`src/inc/rosr_defines.svh`:
```
// Constants for the rear output signal router
`ifndef ROSR_DEFINES_SVH
`define ROSR_DEFINES_SVH

// -----------------------------------------------------------------
// Register map (plain port, word index)
// -----------------------------------------------------------------
`define ROSR_ADDR_SEL0      4'h0
`define ROSR_ADDR_SEL1      4'h1
`define ROSR_ADDR_SEL2      4'h2
`define ROSR_ADDR_SEL3      4'h3
`define ROSR_ADDR_MODE      4'h4
`define ROSR_ADDR_STATUS    4'h5

// -----------------------------------------------------------------
// Mode register fields and reset values
// -----------------------------------------------------------------
`define ROSR_MODE_CMP_BIT   0
`define ROSR_MODE_OOS_BIT   1
`define ROSR_MODE_TXD_BIT   2
`define ROSR_SEL_RESET      6'h00
`define ROSR_MODE_RESET     3'h0

// -----------------------------------------------------------------
// Selection codes
// -----------------------------------------------------------------
`define ROSR_CODE_NONE      6'h00
`define ROSR_CODE_CHIP_CLK  6'h04
`define ROSR_CODE_SFN_RST   6'h05
`define ROSR_CODE_SFN_SYNC  6'h06
`define ROSR_CODE_SCH_SLOT  6'h0A
`define ROSR_CODE_FRAME10   6'h0B
`define ROSR_CODE_FRAME80   6'h0D
`define ROSR_CODE_DCLK_CONT 6'h14
`define ROSR_CODE_PC_CLK    6'h15
`define ROSR_CODE_FCI_CLK   6'h16
`define ROSR_CODE_PILOT_CLK 6'h17
`define ROSR_CODE_BITSTREAM 6'h18
`define ROSR_CODE_SLOT      6'h19
`define ROSR_CODE_DFRAME    6'h1A
`define ROSR_CODE_DBIT_CLK  6'h1C
`define ROSR_CODE_DCLK_GATE 6'h1E
`define ROSR_CODE_CMP_FRAME 6'h20
`define ROSR_CODE_GAP       6'h21

`endif

```
`src/inc/rosr_pkg.sv`:
```
// Types shared by the rear output signal router
package rosr_pkg;

    // Internal timing and data sources presented to the router
    typedef struct packed {
        logic chip_clk;
        logic sfn_reset;
        logic sfn_sync;
        logic sch_slot;
        logic frame10;
        logic frame80;
        logic dpdch_clk;
        logic pc_clk;
        logic fci_clk;
        logic pilot_clk;
        logic bit_stream;
        logic slot_pulse;
        logic dpch_frame;
        logic dpch_bit_clk;
        logic cmp_frame;
        logic gap;
    } rosr_src_t;

    // Feature activity flags
    typedef struct packed {
        logic txd;
        logic oos;
        logic cmp;
    } rosr_feat_t;

    // Input connector functions
    typedef enum logic [2:0] {
        ROSR_IN_TXD = 3'b001,
        ROSR_IN_CMP = 3'b010,
        ROSR_IN_OOS = 3'b100
    } rosr_in_fn_t;

endpackage

```
`src/hdl/rosr_router.sv`:
```
// Rear panel output signal router with selection registers
// Behaviour
// - Each output connector has its own selector; a new code replaces the old.
// - Code zero drives no routed signal on that connector.
// - Any code is accepted; codes 32 and 33 show their source only while compressed mode is active.
// - Code 32 compressed frame indicator toggles only during compressed frames.
// - Code 4 routes the 3.84 MHz chip clock.
// - Code 5 routes frame number reset, code 6 frame number sync pulse.
// - Code 10 routes the synchronisation channel slot pulse.
// - Code 11 routes the 10 ms frame pulse, code 13 the 80 ms pulse.
// - Code 20 routes the data clock continuously, through transmission gaps.
// - Code 30 routes the data clock suppressed during transmission gaps.
// - With compressed mode off, code 30 equals code 20.
// - Codes 21, 22, 23 route power-control, combination indicator, pilot clocks.
// - Code 24 routes the bit stream before spreading and scrambling.
// - Code 25 routes the timeslot pulse, code 26 the frame pulse.
// - Code 28 routes the data bit clock.
// - Code 33 routes the transmission gap indicator.
// - Input connector function depends on compressed or out-of-sync mode; diversity is the default.
`timescale 1ns/1ns
`include "rosr_defines.svh"

module rosr_router
    import rosr_pkg::*;
#(
    parameter int NUM_PORTS = 4,
    parameter int SEL_W     = 6
) (
    // Clock and reset
    input  wire logic                 clock,
    input  wire logic                 rst,
    // Register port
    input  wire logic [3:0]           reg_addr,
    input  wire logic [31:0]          reg_wdata,
    input  wire logic                 reg_wr,
    input  wire logic                 reg_rd,
    output logic      [31:0]          reg_rdata,
    // Internal sources and feature activity
    input  wire rosr_src_t            src_in,
    input  wire rosr_feat_t           feat_in,
    input  wire logic                 src_valid,
    output logic                      src_ready,
    // External reference clock pin (baseband_reference_input)
    input  wire logic                 baseband_reference_input,
    // Rear panel outputs
    output logic [NUM_PORTS-1:0]      port_out,
    output logic                      port_valid,
    input  wire logic                 port_ready,
    output logic [2:0]                input_fn,
    output logic                      ref_clk_sync
);

    // -------------------------------------------------------------
    // Elaboration checks
    // -------------------------------------------------------------
    // Refused at elaboration, so a bad build never reaches simulation
    if (NUM_PORTS < 1 || NUM_PORTS > 4) begin : g_bad_ports
        $error("NUM_PORTS must be 1 to 4");
    end
    if (SEL_W != 6) begin : g_bad_sel
        $error("SEL_W must be 6");
    end

    // -------------------------------------------------------------
    // Registers
    // -------------------------------------------------------------
    logic [SEL_W-1:0] sel_r [NUM_PORTS];
    logic [2:0]       mode_r;
    logic [1:0]       ref_meta_r;

    // Selector writes; each port independent, newest code wins
    always_ff @(posedge clock) begin
        if (rst) begin
            for (int i = 0; i < NUM_PORTS; i++) begin
                sel_r[i] <= `ROSR_SEL_RESET;
            end
        end else if (reg_wr && reg_addr < 4'(NUM_PORTS)) begin
            sel_r[reg_addr[1:0]] <= reg_wdata[SEL_W-1:0];
        end
    end

    // Mode register steers the input connector function
    always_ff @(posedge clock) begin
        if (rst) begin
            mode_r <= `ROSR_MODE_RESET;
        end else if (reg_wr && reg_addr == `ROSR_ADDR_MODE) begin
            mode_r <= reg_wdata[2:0];
        end
    end

    // -------------------------------------------------------------
    // Reference input synchroniser
    // -------------------------------------------------------------
    // External chip clock arrives asynchronously; sampled only as a level
    always_ff @(posedge clock) begin
        if (rst) begin
            ref_meta_r <= 2'h0;
        end else begin
            ref_meta_r <= {ref_meta_r[0], baseband_reference_input};
        end
    end

    always_ff @(posedge clock) begin
        if (rst) begin
            ref_clk_sync <= 1'b0;
        end else begin
            ref_clk_sync <= ref_meta_r[1];
        end
    end

    // -------------------------------------------------------------
    // Input connector function
    // -------------------------------------------------------------
    // Compressed mode outranks out-of-sync; diversity is the default
    always_ff @(posedge clock) begin
        if (rst) begin
            input_fn <= ROSR_IN_TXD;
        end else if (mode_r[`ROSR_MODE_CMP_BIT]) begin
            input_fn <= ROSR_IN_CMP;
        end else if (mode_r[`ROSR_MODE_OOS_BIT]) begin
            input_fn <= ROSR_IN_OOS;
        end else begin
            input_fn <= ROSR_IN_TXD;
        end
    end

    // -------------------------------------------------------------
    // Per-port selection
    // -------------------------------------------------------------
    // Feature active means mode enabled and feature reported running
    logic cmp_on;
    logic oos_on;
    logic txd_on;
    assign cmp_on = mode_r[`ROSR_MODE_CMP_BIT] & feat_in.cmp;
    assign oos_on = mode_r[`ROSR_MODE_OOS_BIT] & feat_in.oos;
    assign txd_on = mode_r[`ROSR_MODE_TXD_BIT] & feat_in.txd;

    logic [NUM_PORTS-1:0] route;

    // Each mux reads only its own selector, so edits stay local
    generate
        for (genvar p = 0; p < NUM_PORTS; p++) begin : g_port
            always_comb begin
                case (sel_r[p])
                    `ROSR_CODE_NONE:      route[p] = 1'b0;
                    `ROSR_CODE_CHIP_CLK:  route[p] = src_in.chip_clk;
                    `ROSR_CODE_SFN_RST:   route[p] = src_in.sfn_reset;
                    `ROSR_CODE_SFN_SYNC:  route[p] = src_in.sfn_sync;
                    `ROSR_CODE_SCH_SLOT:  route[p] = src_in.sch_slot;
                    `ROSR_CODE_FRAME10:   route[p] = src_in.frame10;
                    `ROSR_CODE_FRAME80:   route[p] = src_in.frame80;
                    `ROSR_CODE_DCLK_CONT: route[p] = src_in.dpdch_clk;
                    `ROSR_CODE_PC_CLK:    route[p] = src_in.pc_clk;
                    `ROSR_CODE_FCI_CLK:   route[p] = src_in.fci_clk;
                    `ROSR_CODE_PILOT_CLK: route[p] = src_in.pilot_clk;
                    `ROSR_CODE_BITSTREAM: route[p] = src_in.bit_stream;
                    `ROSR_CODE_SLOT:      route[p] = src_in.slot_pulse;
                    `ROSR_CODE_DFRAME:    route[p] = src_in.dpch_frame;
                    `ROSR_CODE_DBIT_CLK:  route[p] = src_in.dpch_bit_clk;
                    // Gap suppression only bites in compressed mode
                    `ROSR_CODE_DCLK_GATE: route[p] = src_in.dpdch_clk & ~(cmp_on & src_in.gap);
                    `ROSR_CODE_CMP_FRAME: route[p] = cmp_on & src_in.cmp_frame;
                    `ROSR_CODE_GAP:       route[p] = cmp_on & src_in.gap;
                    default:              route[p] = 1'b0;
                endcase
            end
        end
    endgenerate

    // -------------------------------------------------------------
    // Two-entry output buffer
    // -------------------------------------------------------------
    // Skid pair keeps every sample when the consumer stalls
    logic [NUM_PORTS-1:0] buf_r [2];
    logic [1:0]           cnt_r;
    logic                 rd_ptr_r;
    logic                 wr_ptr_r;
    logic                 push;
    logic                 pop;
    assign push = src_valid && src_ready;
    assign pop  = port_valid && port_ready;

    // Fill level and pointers
    always_ff @(posedge clock) begin
        if (rst) begin
            cnt_r    <= 2'h0;
            rd_ptr_r <= 1'b0;
            wr_ptr_r <= 1'b0;
        end else begin
            cnt_r <= cnt_r + 2'(push) - 2'(pop);
            if (push) begin
                wr_ptr_r <= ~wr_ptr_r;
            end
            if (pop) begin
                rd_ptr_r <= ~rd_ptr_r;
            end
        end
    end

    // Storage written at the write pointer
    always_ff @(posedge clock) begin
        if (rst) begin
            buf_r[0] <= '0;
            buf_r[1] <= '0;
        end else if (push) begin
            buf_r[wr_ptr_r] <= route;
        end
    end

    // Registered handshake view of the next fill level
    logic [1:0] cnt_nxt;
    assign cnt_nxt = cnt_r + 2'(push) - 2'(pop);

    always_ff @(posedge clock) begin
        if (rst) begin
            src_ready  <= 1'b0;
            port_valid <= 1'b0;
        end else begin
            src_ready  <= (cnt_nxt != 2'h2);
            port_valid <= (cnt_nxt != 2'h0);
        end
    end

    // Output data register follows the head entry; idle reads low
    logic                 rd_ptr_nxt;
    logic [NUM_PORTS-1:0] head_nxt;
    assign rd_ptr_nxt = pop ? ~rd_ptr_r : rd_ptr_r;

    always_comb begin
        if (cnt_nxt == 2'h0) begin
            head_nxt = '0;
        end else if (cnt_r == 2'h0 || (cnt_r == 2'h1 && pop)) begin
            head_nxt = route;
        end else begin
            head_nxt = buf_r[rd_ptr_nxt];
        end
    end

    always_ff @(posedge clock) begin
        if (rst) begin
            port_out <= '0;
        end else begin
            port_out <= head_nxt;
        end
    end

    // -------------------------------------------------------------
    // Register read port
    // -------------------------------------------------------------
    always_ff @(posedge clock) begin
        if (rst) begin
            reg_rdata <= 32'h0;
        end else if (reg_rd) begin
            case (reg_addr)
                `ROSR_ADDR_SEL0,
                `ROSR_ADDR_SEL1,
                `ROSR_ADDR_SEL2,
                `ROSR_ADDR_SEL3: begin
                    if (reg_addr < 4'(NUM_PORTS)) begin
                        reg_rdata <= {26'h0, sel_r[reg_addr[1:0]]};
                    end else begin
                        reg_rdata <= 32'h0;
                    end
                end
                `ROSR_ADDR_MODE:   reg_rdata <= {29'h0, mode_r};
                `ROSR_ADDR_STATUS: reg_rdata <= {24'h0, ref_clk_sync, cnt_r, cmp_on, oos_on, txd_on, 2'h0};
                default:           reg_rdata <= 32'h0;
            endcase
        end else begin
            reg_rdata <= 32'h0;
        end
    end

endmodule

```
`config.mk`:
```
export PLATFORM = sky130hd
export DESIGN_NAME = rosr_router
export DESIGN_NICKNAME = d
export VERILOG_FILES = /design/src/inc/rosr_pkg.sv /design/src/hdl/rosr_router.sv
export VERILOG_INCLUDE_DIRS = /design/src /design/src/inc
export SDC_FILE = /design/constraint.sdc
export NUM_CORES = 1
export LEC_CHECK = 0
export BUFFER_PORTS_ARGS = -buffer_cell sky130_fd_sc_hd__buf_2
export CAP_MARGIN = 0
export CORE_ASPECT_RATIO = 0.8
export CORE_MARGIN = 4
export CORE_UTILIZATION = 50
export CTS_CLUSTER_SIZE = 40
export DETAILED_ROUTE_END_ITERATION = 6
export PLACE_DENSITY = 0.82
export SLEW_MARGIN = 20
export SYNTH_ARGS = -nofsm -noshare
export SYNTH_HDL_FRONTEND = slang
export SYNTH_SLANG_ARGS = --single-unit
export TNS_END_PERCENT = 30
```
`constraint.sdc`:
```
create_clock -name clock -period 2.3 [get_ports clock]
set_clock_uncertainty 0.1 [all_clocks]
set_input_delay 0.23 -clock clock [delete_from_list [all_inputs] [get_ports clock]]
set_output_delay 0.23 -clock clock [all_outputs]
set_load 0.02 [all_outputs]
```
# Word-level counts from Yosys, hierarchy flattened
# Memory sizes are Yosys's and may differ from the RTL's.
# Index checks and enable logic that the tools add are counted.
# totals
ram_bits	32
mem_count	2
register_bits	51
in_bits	62
out_inout_bits	42
# op_classes
magnitude_cmp	1
add_sub_neg	2
n_reduce_logical	16
n_eq_ne	75
n_bitwise	10
mux	24
# mem_list
memory	words	width	rd	rd_clocked_by_memory_dff	write_ports	line	text
sel_r	4	6	5	0	4	rosr_router.sv:67	logic [SEL_W-1:0] sel_r [NUM_PORTS];
buf_r	2	4	1	0	2	rosr_router.sv:174	logic [NUM_PORTS-1:0] buf_r [2];
# op_table
operator	n
6-bit by 5-bit equality test with 1-bit output, second input constant	36
32-bit one-hot mux with 3 select lines	1
6-bit by 3-bit equality test with 1-bit output, second input constant	12
6-bit by 4-bit equality test with 1-bit output, second input constant	12
1-bit one-hot mux with 17 select lines	4
6-bit equality test, second input constant	8
1-bit 2-to-1 mux	12
6-bit 2-to-1 mux	2
4-bit by 2-bit equality test with 1-bit output, second input constant	2
4-bit by 3-bit equality test with 1-bit output, second input constant	2
4-bit 2-to-1 mux	2
4-bit OR reduction	2
1-bit bitwise AND	6
2-bit OR reduction	3
6-bit OR reduction	1
1-bit logical AND	5
4-bit by 1-bit equality test with 1-bit output, second input constant	1
2-bit logical NOT	2
4-bit logical NOT	1
4-bit by 3-bit less-than comparator with 1-bit output, second input constant	1
2-bit 2-to-1 mux	2
1-bit NOT	4
3-bit 2-to-1 mux	1
2-bit by 1-bit adder with 2-bit output	1
other kinds (5)	5

# Depth between registers and ports, before layout
# logic_depth
word_depth	7
ltp_mapped	10

# Worst setup path after synthesis
# Ideal clock, no wire load.
# synth_timing
path_type	reg2reg
start	register src_ready
end	register port_out[0]
t_required_ns	2.067
slack_ns	0.310
n_path_buf	0
arrival_time_ns	1.757
path_stages_with_launch	10
cell_sequence	dfxtp_1 > nand2_1 > ha_1 > inv_1 > ha_1 > xnor3_1 > nor2_1 > or2_2 > o21ai_0 > a21oi_2
# synth_between
elab_chain_len	5
# synth_rtl
item	line	text
start: declaration	rosr_router.sv:42	output logic src_ready,
start signal: assignment	rosr_router.sv:219	src_ready <= (cnt_nxt != 2'h2);
1-bit logical AND	rosr_router.sv:180	assign push = src_valid && src_ready;
2-bit by 1-bit adder with 2-bit output	rosr_router.sv:212	assign cnt_nxt = cnt_r + 2'(push) - 2'(pop);
2-bit by 1-bit subtractor with 2-bit output	rosr_router.sv:212	
2-bit logical NOT	rosr_router.sv:230	if (cnt_nxt == 2'h0) begin
2-bit OR reduction (no line)	--	
end signal: assignment	rosr_router.sv:243	port_out <= head_nxt;
end: declaration	rosr_router.sv:46	output logic [NUM_PORTS-1:0] port_out,
# Every way passes these cells.
# A chain may end at the register's enable or synchronous reset.

==> key figures <==
Floorplan
  • Initial Util: 51.9%
  • Top-level I/O count: approximately 100
  • Core ar.: roughly 0.007 sq mm
  • Row cnt: 27
  • Die width: a little over 100 um
  • Die Height: between 80 and 90 um
  • Die area: 0.00865 sq mm

STA
  • Final Max Slew Viols: 0
  • Actual slew at the worst max-slew pin: around 0.55 ns
  • Final critical-path share of the clock period: approximately 94%
  • Setup TNS: 0 ns
  • Maximum clock rate: 463 MHz
  • Final hold violations: 0
  • Finish-stage setup viols: 0
  • Fin crit period: 2.16 ns
  • RSZ-0062 raised after global routing: no
  • Max_slew headroom: between 60% and 70%

Critical path
  • Critical-path top delay cell: edfxtp_1
  • Crit Reg-Reg Startpoint: sel_r[1][0]
  • Worst Path Required: 2.29 ns
  • Critical setup path kind: reg2reg
  • CP Max Fanout: 9
  • Crit end category: flop
  • Arrival time at the worst endpoint: roughly 2.1 ns
  • Crit path largest cell delay: 0.59 ns
  • CP startpoint: sel_r[1][0]
  • CP startpoint kind: flop
  • Worst-path cell chain: mux2_4 > a22o_1 > a222oi_1 > o211a_1 > nor2_1

Run
  • Maxcap violations: 0

Power
  • VDD IR max: around 0.40 mV
  • Power after layout: 3.00 mW
  • P_leak: 1.64 nW
  • PD cells: 748 mW/mm^2

Synthesis
  • Ys async rst share: 0%
  • Post-Syn Area: roughly 0.0036 sq mm
  • EDFF count, synth: 32
  • Number of synthesis warnings: 0
  • Yosys top cell area share: between 20% and 30%
  • Synthesized instance count: about 360
  • Avg Cell Area, Syn: 10.0 sq um
  • Dominant cells by area after synthesis: edfxtp_1 (27%), dfxtp_1 (15%), buf_4 (5.0%), nor2_1 (4.7%), mux4_2 (3.7%)
  • Primary FF master, synth: edfxtp_1
  • Most common cell in the netlist: nor2_1
  • Top post-synthesis cells by count: nor2_1 (45), edfxtp_1 (32), dfxtp_1 (27)
  • Post-synth cell types: between 60 and 70
  • Sequential share of the synthesized area: between 40% and 50%
  • #FFs+latches synth: slightly below 60
  • Cell taking the most area after synthesis: edfxtp_1

Routing
  • 1st-pass router iterations: 6
  • DR vias/cell: between 5 and 6
  • DR iter-0 viols: between 400 and 500
  • Via count: 2894
  • Routed WL: a little under 9000 um
  • DR DRC count: 0
  • Routed len/inst: 17.5 um
  • ANT nets after route: 0

Global route
  • Congestion Overflow GR: 0
  • Initial antenna violation count: 0
  • First-pass GRT wire length: 13800 um
  • Pin count of the biggest net entering global routing: 27
  • Vias in the first global route: 2773
  • All-layer global routing usage: between 20% and 30%

Min path
  • Worst Min Path Start: baseband_reference_input
  • Hold Path Class: in2reg

Clock network
  • CTS resizes: 0
  • Clk Latency, worst-skew pair: ~0.34 ns
  • CTS root buf: clkbuf_8
  • Reg clk slew, reported paths: 0.07 ns
  • Total CTS buffers: 9
  • Clk sinks: between 50 and 60
  • H-Tree Depth: 3
  • Clk buf depth: 2
  • Post-CTS Setup Repair Bufs: 0
  • CTS tree: done
  • Post-CTS Hold Buffers: 0

Place
  • HPWL after DPL: between 6000 and 7000 um
  • PortBufs: 53
  • Routability congestion estimate: 0.878

Outcome
  • Status: finished, final reports clean

Cells and area
  • P&R area growth vs syn: 11.2%
  • Diodes inserted: 0
  • Share of cells above drive strength 1: between 20% and 30%
  • Post-layout net count: between 400 and 500
  • Final Util: 57.7%
==> report_power, final <==
| group | switching [mW] | internal, mW |
|---|---|---|
| Combinational | 0.389 | 0.299 |
| Clock | 0.401 | 0.565 |
| Sequential | 0.115 | 1.23 |
==> critical path, delay by kind of cell, from the launching register on <==
family	cells	cell delay, ns
compound gates	3	0.81
flops	1	0.59
mux	1	0.34
simple gates	1	0.06
==> registers in the layout, summed over array words and instances, names as in the netlist <==
signal        cells
buf_r             8
cnt_r             2
input_fn          3
mode_r            3
port_out          4
port_valid        1
rd_ptr_r          1
ref_clk_sync      1
ref_meta_r        2
reg_rdata         8
sel_r            24
src_ready         1
wr_ptr_r          1
==> final timing paths <==
path                            depth (start not counted)            end  slack, ns
worst max register to register                          5    buf_r[0][1]       0.14
worst min register to register                          1  ref_meta_r[1]       0.34
worst max-delay path                                    5    buf_r[0][1]       0.14
worst min-delay path                                    2  ref_meta_r[0]       0.02
==> metal layers <==
metal	GRT usage [%]	part of all wire, %	vias to the layer above
met5	0	0	-
met4	5.88	1.4	0
met3	4.93	8.2	14
met2	33.2	50	122
met1	27.1	41	1381
li1	-	-	1377
==> area by class of cell <==
class	instances	area, sq um
clock inverter	4	48.8
fill	631	2950
timing repair buffer	57	295
sequential	59	1500
tap	87	109
multi-input combinational	268	1870
inverter	10	37.5
clock buffer	12	156
==> cell usage in the layout (no fill, tap or decap), drive strengths merged, types with 11 or more instances in the layout <==
cell type,netlist,layout
nor2,45,45
o21ai,11,11
clkbuf,13,12
dfxtp,27,27
buf,34,57
nand4b,13,13
nand2b,11,11
conb,1,24
nand2,20,20
a21oi,14,14
mux2i,13,13
edfxtp,32,32
==> cell families after synthesis <==
logic type | count (synthesis) | synth area share [%]
muxes | 26 | 10.1
other | 1 | 0.104
AOI/OAI and AO/OA | 53 | 10.5
xor gates and xnor gates | 3 | 1.11
adders and majority gates | 2 | 0.693
DFF | 59 | 41.6
and+or+nand+nor | 160 | 26.8
buffers and inverters | 57 | 9.12
==> metrics by stage <==
stage               cell area (sq um)  worst slack (ns)  std cells  hold WS (ns)
floorplan                        3700             0.310        384         0.209
global placement                 3810             0.268        481         0.316
detailed placement               3810             0.237        481         0.329
CTS                              4010             0.169        497        0.0215
global route                     4010            0.0757        497        0.0367
finish                           4010             0.141        497        0.0195
No activity file was read; power rests on OpenSTA's default activity.
